**config.mk**
```make
export PLATFORM = sky130hd
export DESIGN_NAME = gpb_port_bank
export DESIGN_NICKNAME = d
export VERILOG_FILES = /design/src/hw/gpb_pkg.sv /design/src/hw/gpb_pin_sync.sv /design/src/hw/gpb_port_bank.sv
export VERILOG_INCLUDE_DIRS = /design/src /design/src/hw
export SDC_FILE = /design/constraint.sdc
export NUM_CORES = 1
export LEC_CHECK = 0
export BUFFER_PORTS_ARGS = -buffer_cell sky130_fd_sc_hd__buf_4
export CAP_MARGIN = 0
export CORE_MARGIN = 3
export CORE_UTILIZATION = 30
export CTS_BUF_LIST = sky130_fd_sc_hd__clkbuf_2
export DETAILED_ROUTE_END_ITERATION = 6
export PLACE_DENSITY = 0.45
export SYNTH_ARGS = -nofsm -noshare
export SYNTH_HDL_FRONTEND = slang
export SYNTH_SLANG_ARGS = --single-unit
```
**constraint.sdc**
```tcl
create_clock -name CLK_IN -period 1.65 [get_ports CLK_IN]
set_input_delay 0.4125 -clock CLK_IN [delete_from_list [all_inputs] [get_ports CLK_IN]]
set_output_delay 0.4125 -clock CLK_IN [all_outputs]
set_load 0.02 [all_outputs]
```
**src/hw/gpb_defs.svh**
```systemverilog
`ifndef GPB_DEFS_SVH
`define GPB_DEFS_SVH
// Register offsets within one port's window (word index)
`define GPB_OFF_DIR        2'h0
`define GPB_OFF_LATCH      2'h1
`define GPB_OFF_LEVEL      2'h2
`define GPB_OFF_ODSEL      2'h3
// Port count and width
`define GPB_NUM_PORTS      7
`define GPB_PORT_WIDTH     16
// Address field layout: low two bits select register, next three the port
`define GPB_ADDR_REG_LSB   0
`define GPB_ADDR_PORT_LSB  2
// Debug pin control register (port index 7, register 0)
`define GPB_DBG_PORT       3'h7
`define GPB_DBG_REG        2'h0
`define GPB_DBG_TAE_BIT    0
// Reset values
`define GPB_DIR_RST        16'hFFFF
`define GPB_LATCH_RST      16'h0000
`define GPB_ODSEL_RST      16'h0000
`define GPB_TAE_RST        1'b1
// Shared pin positions on port A
`define GPB_TCK_BIT        1
`define GPB_TDI_BIT        4
`define GPB_TDO_BIT        5
`endif

```
**src/hw/gpb_pkg.sv**
```systemverilog
`default_nettype none
package gpb_pkg;
  typedef logic [15:0] gpb_word_type;
  typedef enum logic [1:0] {GPB_REG_DIR, GPB_REG_LATCH, GPB_REG_LEVEL, GPB_REG_ODSEL}
    gpb_reg_sel_type;
endpackage
`default_nettype wire

```
**src/hw/gpb_pin_sync.sv**
```systemverilog
`default_nettype none
// Two-stage synchroniser for a bus of pin levels
module gpb_pin_sync #(
  parameter int WIDTH = 16
) (
  input  wire logic             clk_in,   // System clock
  input  wire logic             rst_b_in, // Async reset, active low
  input  wire logic [WIDTH-1:0] d_in,     // Raw pin levels
  output logic      [WIDTH-1:0] q_out     // Synchronised levels
);
  typedef struct packed {
    logic [WIDTH-1:0] s1;
    logic [WIDTH-1:0] s2;
  } gpb_sync_type;

  gpb_sync_type st_q;
  gpb_sync_type st_d;

  // First stage feeds only the second stage
  always_comb begin
    st_d    = st_q;
    st_d.s1 = d_in;
    st_d.s2 = st_q.s1;
  end

  always_ff @(posedge clk_in or negedge rst_b_in) begin
    if (!rst_b_in) begin
      st_q <= '0;
    end else begin
      st_q <= st_d;
    end
  end

  assign q_out = st_q.s2;
endmodule // gpb_pin_sync
`default_nettype wire

```
**src/hw/gpb_port_bank.sv**
```systemverilog
// Notes on behaviour
// - Direction bit zero output, one input
// - Latch write drives all output pins
// - Latch read returns last written value
// - Level read returns synchronised pin levels
// - Level write acts as latch write
// - Open-drain bit one: drive low only
// - Seven 16-bit ports, absent bits masked
// - Four registers per port
// - Each pin independently controlled
// - Test-access owns shared pins until cleared
// - Serial pins ignore I/O while active
//
// The register addresses and strobed register access were decided locally.
`include "gpb_defs.svh"
`default_nettype none
module gpb_port_bank #(
  parameter int NUM_PORTS = `GPB_NUM_PORTS,
  parameter int WIDTH     = `GPB_PORT_WIDTH,
  parameter logic [`GPB_NUM_PORTS*`GPB_PORT_WIDTH-1:0] PIN_PRESENT = '1,
  parameter int SER_PORT  = 0,  // Port holding two-wire serial pins
  parameter int SER_CLK_BIT = 2,
  parameter int SER_DAT_BIT = 3
) (
  input  wire logic                        CLK_IN,        // 40 MHz clock
  input  wire logic                        RST_B_IN,      // Async reset, low
  input  wire logic [4:0]                  ADDR_IN,       // Word address
  input  wire logic [31:0]                 WDATA_IN,      // Write data
  input  wire logic                        WR_IN,         // Write strobe
  input  wire logic                        RD_IN,         // Read strobe
  output logic      [31:0]                 RDATA_OUT,     // Read data, next cycle
  input  wire logic [NUM_PORTS*WIDTH-1:0]  PIN_IN,        // Pin levels
  output logic      [NUM_PORTS*WIDTH-1:0]  PIN_OUT,       // Pin drive values
  output logic      [NUM_PORTS*WIDTH-1:0]  PIN_OE_OUT,    // Pin drive enables
  output logic                             TEST_EN_OUT,   // Test-access owns pins
  input  wire logic                        TEST_DO_IN,    // Test data out value
  input  wire logic                        TEST_DO_OE_IN, // Test data out enable
  input  wire logic                        SER_ACTIVE_IN, // Serial ctrl uses pins
  input  wire logic                        SER_CLK_OUT_IN,// Serial clock drive low
  input  wire logic                        SER_DAT_OUT_IN // Serial data drive low
);
  localparam int TOTAL = NUM_PORTS * WIDTH;

  typedef struct packed {
    logic [TOTAL-1:0] dir;
    logic [TOTAL-1:0] latch;
    logic [TOTAL-1:0] odsel;
    logic             tae;
    logic [31:0]      rdata;
    logic [TOTAL-1:0] pin;
    logic [TOTAL-1:0] oe;
  } gpb_state_type;

  gpb_state_type st_q;
  gpb_state_type st_d;
  logic [TOTAL-1:0] lvl_sync;

  // Pin levels come from outside the clock domain
  gpb_pin_sync #(.WIDTH(TOTAL)) u_sync (
    .clk_in   (CLK_IN),
    .rst_b_in (RST_B_IN),
    .d_in     (PIN_IN),
    .q_out    (lvl_sync)
  );

  // Extract one port's word from a flattened vector
  function automatic gpb_pkg::gpb_word_type port_word(input logic [TOTAL-1:0] v,
                                                      input int p);
    port_word = v[p*WIDTH +: WIDTH] & PIN_PRESENT[p*WIDTH +: WIDTH];
  endfunction

  // Bit index of a shared pin within the flattened vector
  function automatic int bit_at(input int p, input int b);
    bit_at = p * WIDTH + b;
  endfunction

  // Register writes, read mux and pin driver muxing
  always_comb begin
    logic [2:0] port_sel;
    logic [1:0] reg_sel;
    logic       hit;
    int         p;
    logic [TOTAL-1:0] drv;
    port_sel = ADDR_IN[`GPB_ADDR_PORT_LSB +: 3];
    reg_sel  = ADDR_IN[`GPB_ADDR_REG_LSB +: 2];
    hit      = 32'(port_sel) < NUM_PORTS;
    p        = int'(port_sel);
    drv      = '0;
    st_d     = st_q;
    st_d.rdata = 32'h0000_0000;
    if (WR_IN && hit) begin
      case (reg_sel)
        `GPB_OFF_DIR:   st_d.dir[p*WIDTH +: WIDTH]   = WDATA_IN[WIDTH-1:0];
        `GPB_OFF_LATCH: st_d.latch[p*WIDTH +: WIDTH] = WDATA_IN[WIDTH-1:0];
        `GPB_OFF_LEVEL: st_d.latch[p*WIDTH +: WIDTH] = WDATA_IN[WIDTH-1:0];
        `GPB_OFF_ODSEL: st_d.odsel[p*WIDTH +: WIDTH] = WDATA_IN[WIDTH-1:0];
        default:        st_d.latch = st_q.latch;
      endcase
    end else if (WR_IN && port_sel == `GPB_DBG_PORT && reg_sel == `GPB_DBG_REG) begin
      st_d.tae = WDATA_IN[`GPB_DBG_TAE_BIT];
    end
    if (RD_IN && hit) begin
      case (reg_sel)
        `GPB_OFF_DIR:   st_d.rdata[WIDTH-1:0] = port_word(st_q.dir, p);
        `GPB_OFF_LATCH: st_d.rdata[WIDTH-1:0] = port_word(st_q.latch, p);
        `GPB_OFF_LEVEL: st_d.rdata[WIDTH-1:0] = port_word(lvl_sync, p);
        `GPB_OFF_ODSEL: st_d.rdata[WIDTH-1:0] = port_word(st_q.odsel, p);
        default:        st_d.rdata = 32'h0000_0000;
      endcase
    end else if (RD_IN && port_sel == `GPB_DBG_PORT && reg_sel == `GPB_DBG_REG) begin
      st_d.rdata[`GPB_DBG_TAE_BIT] = st_q.tae;
    end
    // Per-pin drivers; open drain drives only when low
    for (int i = 0; i < TOTAL; i++) begin
      drv[i] = !st_q.dir[i] && (!st_q.odsel[i] || !st_q.latch[i]);
    end
    st_d.pin = st_q.latch;
    st_d.oe  = drv & PIN_PRESENT[TOTAL-1:0];
    // Test-access pins: clock and data-in are inputs, data-out from controller
    if (st_q.tae) begin
      st_d.oe[bit_at(0, `GPB_TCK_BIT)]  = 1'b0;
      st_d.oe[bit_at(0, `GPB_TDI_BIT)]  = 1'b0;
      st_d.oe[bit_at(0, `GPB_TDO_BIT)]  = TEST_DO_OE_IN;
      st_d.pin[bit_at(0, `GPB_TDO_BIT)] = TEST_DO_IN;
    end
    // Serial controller pins are open drain, pulled low on its request
    if (SER_ACTIVE_IN) begin
      st_d.oe[bit_at(SER_PORT, SER_CLK_BIT)]  = SER_CLK_OUT_IN;
      st_d.pin[bit_at(SER_PORT, SER_CLK_BIT)] = 1'b0;
      st_d.oe[bit_at(SER_PORT, SER_DAT_BIT)]  = SER_DAT_OUT_IN;
      st_d.pin[bit_at(SER_PORT, SER_DAT_BIT)] = 1'b0;
    end
  end

  // Reset leaves every pin an input, test access owning its pins
  always_ff @(posedge CLK_IN or negedge RST_B_IN) begin
    if (!RST_B_IN) begin
      st_q.dir   <= {NUM_PORTS{`GPB_DIR_RST}};
      st_q.latch <= {NUM_PORTS{`GPB_LATCH_RST}};
      st_q.odsel <= {NUM_PORTS{`GPB_ODSEL_RST}};
      st_q.tae   <= `GPB_TAE_RST;
      st_q.rdata <= 32'h0000_0000;
      st_q.pin   <= '0;
      st_q.oe    <= '0;
    end else begin
      st_q <= st_d;
    end
  end

  assign RDATA_OUT   = st_q.rdata;
  assign PIN_OUT     = st_q.pin;
  assign PIN_OE_OUT  = st_q.oe;
  assign TEST_EN_OUT = st_q.tae;
endmodule // gpb_port_bank
`default_nettype wire

```
==> flow_summary_export.csv, run 1 <==
group,metric,value,unit
outcome,status,"finished with violations",
outcome,violations,"DRC, setup timing",
logic_synthesis,synth-simple-area-share,6.200,%
sta,postLayoutSetupSlackWorst,-1.034,ns
detailed_routing,drtPass1Iterations,7,
sta,post-route-period-util,162.6,%
power,power.total,45010,uW
setup_path,r2r_cells,6,
grt,gr-usage-all-layers,23.32,%
detailed_routing,route.detailed.drc,8,
logic_synthesis,synth_edf_count,0,
power,power.density,1054,nW/um^2
final_layout,drive_above_1_share,37.81,%
grt,grt_overflow,0,
place,dpl_cell_area,35390,um^2
place,post-dp-hpwl,87250,um
sta,fin_skew,0.1032,ns
setup_path,cp_slowest_cell,"dfstp_4",
setup_path,crit_arrival,2.27,ns
grt,grt_max_degree,78,
logic_synthesis,synth_top_family_by_area,"compound AO/OA/AOI/OAI gates",
clock_network,insertion_delay,1.51,ns
setup_path,r2r_start,"st_q[359]",
clock_network,cts_buffer_depth,3,
logic_synthesis,yosys.area.top_type,"dfrtp_1",
clock_network,h-tree-depth,4,
logic_synthesis,synth_commonest_cells,"688 x dfrtp_1, 373 x nand2_1, 268 x buf_4",
logic_synthesis,synth_fa_ha_area_share,0.4150,%
hold_path,holdCritPathClass,"in2reg",
sta,setup_viol,571,
sta,hold_violations,0,
clock_network,numCtsBuffers,212,
floorplan,core-area,98990,um^2
clock_network,cts_tree,"yes",
setup_path,cp_top_family,"flip-flops",
setup_path,path_buf_inv,1,
hold_path,hold_path_end,"u_sync.st_d[1]",
hold_path,hold_depth,3,
setup_path,path_class,"reg2out",
final_layout,syn2layout_area_growth,41.61,%
setup_path,start_kind,"flip-flop",
logic_synthesis,synthTopCellsByArea,"dfrtp_1 57%, dfstp_2 9.8%, buf_4 6.7%",
logic_synthesis,synth_warnings,0,
grt,grt_pass1_wl,173700,um
grt,grt_pass1_vias,24555,
logic_synthesis,synth_top_flop_cell,"dfrtp_1",
floorplan,rows,115,
setup_path,r2r_slack,-0.02,ns
setup_path,end_kind,"output pin",
setup_path,required,1.24,ns
grt,grt_antenna_before_repair,10,
logic_synthesis,synth_most_common_cell,"dfrtp_1",
detailed_routing,via_count,23321,
setup_path,slowest_delay,0.68,ns
logic_synthesis,synth-compound-area-share,12.16,%
sta,slew_headroom,36.53,%
final_layout,multi_input_area,7710,um^2
power,p_leak,0.01911,uW
sta,final_max_slew_viol_count,0,
detailed_routing,totalWireLength,122100,um
logic_synthesis,synth_top_area_share,57.10,%
sta,rsz0062_at_grt,"yes",
sta,holdWs,0.2025,ns
logic_synthesis,avgSynthCellArea,12.51,um^2
detailed_routing,avgRoutedWirePerCell,25.27,um
detailed_routing,drtIter0Drc,2277,
logic_synthesis,syn_inst,2410,
setup_path,path_max_fanout,2,
logic_synthesis,ys_seq_area_share,66.95,%
floorplan,die_w,323.0,um
sta,tightest_slew,0.9521,ns
power,vdd.ir_drop.worst,0.7442,mV
final_layout,design_area,42700,um^2
floorplan,ios,415,
setup_path,crit_chain,"buf_6",
floorplan,dieHeight,323.0,um
clock_network,clk_pin_slew,0.10,ns
logic_synthesis,synth_mux_area_share,5.702,%
final_layout,fill_cells,9248,
clock_network,clock-root-buffer,"clkbuf_2",
detailed_routing,vias_per_cell,4.828,
place,portBuffers,382,
place,routabilityCongestion,0.9112,
final_layout,fin_nets,3519,
sta,max_clock_freq,372.6,MHz
sta,final.min_clock_period,2.684,ns
place,dp_slack,-0.9158,ns
clock_network,cts.sinks,801,
floorplan,dieArea,104300,um^2
floorplan,start_util,30.46,%
setup_path,rr_endpoint,"RDATA_OUT[6]",
logic_synthesis,synthesis.area,30150,um^2
logic_synthesis,async_reset_ff_share,100.0,%
job,cap_violations,0,
hold_path,min-delay-start,"PIN_IN[1]",
detailed_routing,antenna_left,0,
logic_synthesis,synth_seq_cells,801,
final_layout,seq_area,20210,um^2
logic_synthesis,synth_xor_area_share,0,%
logic_synthesis,ys_types,48,
[per-stage QoR]
stage	TNS [ns]	utilization (%)	cells
6_report	-271.87	43.13	4830
5_1_grt	-296.59	43.12	4825
4_1_cts	-264.59	42.91	4809
3_5_place_dp	-187.92	35.75	4012
3_3_place_gp	-178.31	35.75	4012
2_1_floorplan	-156.53	-	2425
[routing by layer]
metal	vias up	part of all wire [%]	global-route usage [%]
met3	181	6.8	5.193
met1	11874	44	32.06
li1	10226	-	-
met2	1038	47	36.82
met4	2	2.5	7.282
met5	-	0.014	0
[power breakdown]
group,total (uW),internal [uW],switching [uW]
combinational,7400,3600,3800
sequential,23000,21500,1560
clock,14600,5970,8620
total,45000,31000,14000
[cells by family (layout without fill, tap and decap cells)]
| kind of cell | count (synthesis) | in the layout |
|---|---|---|
| flops | 801 | 801 |
| compound gates | 595 | 595 |
| mux | 144 | 144 |
| simple gates | 454 | 454 |
| other cells | 1 | 28 |
| buf+inv | 405 | 1511 |
| fa+ha+maj | 10 | 10 |
[layout make-up]
type,instances,area share (%)
Clock inverter,83,1.178
Inverter,7,0.08498
Multi-Input combinational cell,1219,18.06
Antenna cell,12,0.07033
Timing Repair Buffer,1110,25.87
Clock buffer,311,3.645
Sequential cell,801,47.32
Tap cell,1287,3.771
[sequential cells by signal (all words and copies together) (netlist names)]
| signal | count |
|---|---|
| PIN_OUT | 112 |
| u_sync.q_out | 112 |
| u_sync.st_d | 112 |
| PIN_OE_OUT | 112 |
| st_q | 227 |
| TEST_EN_OUT | 1 |
| st_d | 109 |
| RDATA_OUT | 16 |
[worst register-to-register path, delay by kind of cell, from the launching register on]
family                 cells  cell delay (ns)
buffers and inverters      1             0.17
and+or+nand+nor            1             0.17
AOI/OAI and AO/OA          4             0.87
DFF                        1             0.41
[placed cells by master (no fill, tap or decap), types with 13 or more instances in the layout]
cell type      count
dfstp_2          112
clkbuf_2         311
buf_12            60
a22oi_1           52
a31oi_1           20
dlygate4sd3_1    400
a32oi_1           16
clkinv_1          51
a211oi_1          15
mux2_2            97
conb_1            16
dfrtp_1          674
nand2_1          373
mux2i_1           29
dfrtp_2           14
a21oi_1          125
buf_4            403
o21ai_0          253
buf_6            244
a222oi_1          63
clkinv_2          16
o21ai_1           13
nand3_1           31
[repair_timing]
| action | CTS | global route |
|---|---|---|
| pin swaps | 5 | 17 |
| hold buffers | 402 | 4 |
| setup buffers | 1 | 8 |
| hold endpoints to repair | 1272 | 258 |
| resized for setup | 265 | 21 |
| endpoints found under the setup margin | 249 | 552 |
| cloned | 0 | 2 |
[worst max-delay path by stage]
stage,slack (ns),depth (start not counted),startpoint,endpoint
floorplan,-0.74,11,ADDR_IN[2],st_d[182]
global placement,-0.89,9,ADDR_IN[0],RDATA_OUT[6]
detailed placement,-0.92,9,ADDR_IN[0],RDATA_OUT[6]
CTS,-1.22,1,TEST_EN_OUT,TEST_EN_OUT
global route,-1.18,1,TEST_EN_OUT,TEST_EN_OUT
finish,-1.03,1,TEST_EN_OUT,TEST_EN_OUT
(Power assumes the default switching activity.)
==> inputs of run 2 (changes only) <==
Settings changed: CORE_MARGIN 3 to 2.
==> run 2 against run 1 <==
  * The run still ends with DRC, setup timing left
  * Sequential share of layout area grew 0.65 points
  * Clock skew grew 0.022 ns
  * Non-clock buffer count shrank 61
  * Die area shrank 1.2%
  * Maximum frequency grew 3.1%
  * Critical path type unchanged
  * Critical endpoint unchanged
==> flow_summary_export.csv, run 2 (synthesis gave the netlist of run 1 again) <==
group,metric,value,unit
outcome,status,"finished with violations",
outcome,violations,"DRC, setup timing",
grt,grt_max_degree,101,
setup_path,cp_top_family,"flip-flops",
final_layout,fill_cells,9446,
setup_path,path_class,"reg2out",
power,power.density,1063,nW/um^2
clock_network,cts.sinks,801,
grt,grt_overflow,0,
final_layout,layout_commonest_cell,"dfrtp_1",
setup_path,r2r_slack,-0.20,ns
floorplan,die_w,321.0,um
final_layout,syn2layout_area_growth,39.66,%
clock_network,clk_pin_slew,0.13,ns
sta,postLayoutSetupSlackWorst,-0.9517,ns
setup_path,path_max_fanout,2,
detailed_routing,route.detailed.drc,2,
setup_path,crit_chain,"buf_6",
final_layout,design_area,42110,um^2
place,portBuffers,382,
final_layout,top_register,"st_q",
hold_path,hold_path_end,"RDATA_OUT[0]",
clock_network,clock-root-buffer,"clkbuf_2",
grt,gr-usage-all-layers,23.28,%
setup_path,slowest_delay,0.62,ns
detailed_routing,antenna_left,0,
sta,rsz0062_at_grt,"yes",
clock_network,cts_buffer_depth,3,
detailed_routing,totalWireLength,120100,um
floorplan,rows,116,
setup_path,start_kind,"flip-flop",
grt,grt_pass1_wl,171100,um
setup_path,rr_endpoint,"RDATA_OUT[12]",
setup_path,cp_slowest_cell,"dfstp_2",
sta,fin_skew,0.1253,ns
floorplan,dieHeight,321.0,um
sta,final.min_clock_period,2.602,ns
clock_network,cts_tree,"yes",
detailed_routing,drtIter0Drc,2390,
place,post-dp-hpwl,87330,um
hold_path,holdCritPathClass,"in2reg",
setup_path,path_buf_inv,1,
grt,grt_pass1_vias,23932,
setup_path,end_kind,"output pin",
sta,slew_headroom,37.85,%
place,place_inst,3996,
sta,tightest_slew,0.9292,ns
sta,final_max_slew_viol_count,0,
hold_path,min-delay-start,"ADDR_IN[0]",
place,dpl_cell_area,35180,um^2
final_layout,fin_cells,4765,
floorplan,ios,415,
detailed_routing,avgRoutedWirePerCell,25.21,um
setup_path,required,1.24,ns
detailed_routing,drtPass1Iterations,7,
clock_network,insertion_delay,1.47,ns
clock_network,h-tree-depth,4,
power,p_leak,0.01878,uW
detailed_routing,vias_per_cell,4.799,
hold_path,hold_depth,8,
sta,post-route-period-util,157.7,%
final_layout,drive_above_1_share,37.84,%
setup_path,crit_arrival,2.19,ns
floorplan,start_util,30.19,%
final_layout,largest_reg_flops,227,
grt,grt_antenna_before_repair,5,
job,cap_violations,0,
place,dp_slack,-0.9771,ns
power,vdd.ir_drop.worst,0.5901,mV
clock_network,numCtsBuffers,211,
sta,hold_violations,0,
floorplan,core-area,99860,um^2
setup_path,r2r_start,"st_q[301]",
sta,max_clock_freq,384.4,MHz
sta,setup_viol,262,
final_layout,fin_nets,3457,
place,routabilityCongestion,0.8968,
setup_path,r2r_cells,5,
final_layout,final_cell_mix,"675 x dfrtp_1, 381 x buf_4, 373 x nand2_1",
floorplan,dieArea,103100,um^2
detailed_routing,via_count,22868,
run 2: repair_timing:
item / 4_1_cts / 5_1_grt
buffers inserted: 3 / 10
hold endpoints to repair: 1272 / 190
endpoints found under the setup margin: 251 / 294
hold buffers: 368 / 5
resized for setup: 265 / 25
pin swaps: 13 / 19
run 2: area by class of cell:
cell class	count	area, um^2	area share (%)
clock buffer	308	1541	3.661
tap	1298	1624	3.857
sequential	801	20200	47.97
clock inverter	81	510.5	1.212
timing repair buffer	1049	10450	24.80
inverter	7	36.28	0.08617
antenna	2	5.005	0.01188
multi-input combinational	1219	7746	18.39
run 2: stage by stage:
step	hold WS, ns	total power (uW)	TNS [ns]	utilization, %
6_report	0.1102	44740	-179.76	42.17
5_1_grt	0.04234	47090	-219.81	42.17
4_1_cts	0.0004653	45360	-235.29	41.99
3_5_place_dp	0.2907	29350	-176.31	35.23
3_3_place_gp	0.2920	29320	-171.56	35.23
2_1_floorplan	0.1169	25950	-156.53	-
run 2: where the power goes:
| part | internal [uW] | leakage, uW | switching [uW] |
|---|---|---|---|
| clock | 5940 | 0.00153 | 8540 |
| sequential | 21500 | 0.00959 | 1570 |
| combinational | 3490 | 0.00767 | 3730 |
| total | 30900 | 0.0188 | 13800 |
run 2: how the worst max path moves through the flow:
stage          slack [ns]        start       endpoint  cells past startpoint
2_1_floorplan       -0.74   ADDR_IN[2]      st_d[182]                     11
3_3_place_gp        -0.93   ADDR_IN[1]  RDATA_OUT[15]                      9
3_5_place_dp        -0.98   ADDR_IN[0]  RDATA_OUT[12]                      9
4_1_cts             -1.13  TEST_EN_OUT    TEST_EN_OUT                      1
5_1_grt             -1.07  TEST_EN_OUT    TEST_EN_OUT                      1
6_report            -0.95  TEST_EN_OUT    TEST_EN_OUT                      1
run 2: routing by layer:
| layer | global-route usage, % | share of wire (%) | vias to the layer above |
|---|---|---|---|
| met5 | 0 | 0.011 | - |
| met4 | 8.297 | 3.1 | 2 |
| met3 | 5.925 | 7.1 | 183 |
| met2 | 36.41 | 46 | 946 |
| met1 | 31.30 | 44 | 11661 |
| li1 | - | - | 10076 |
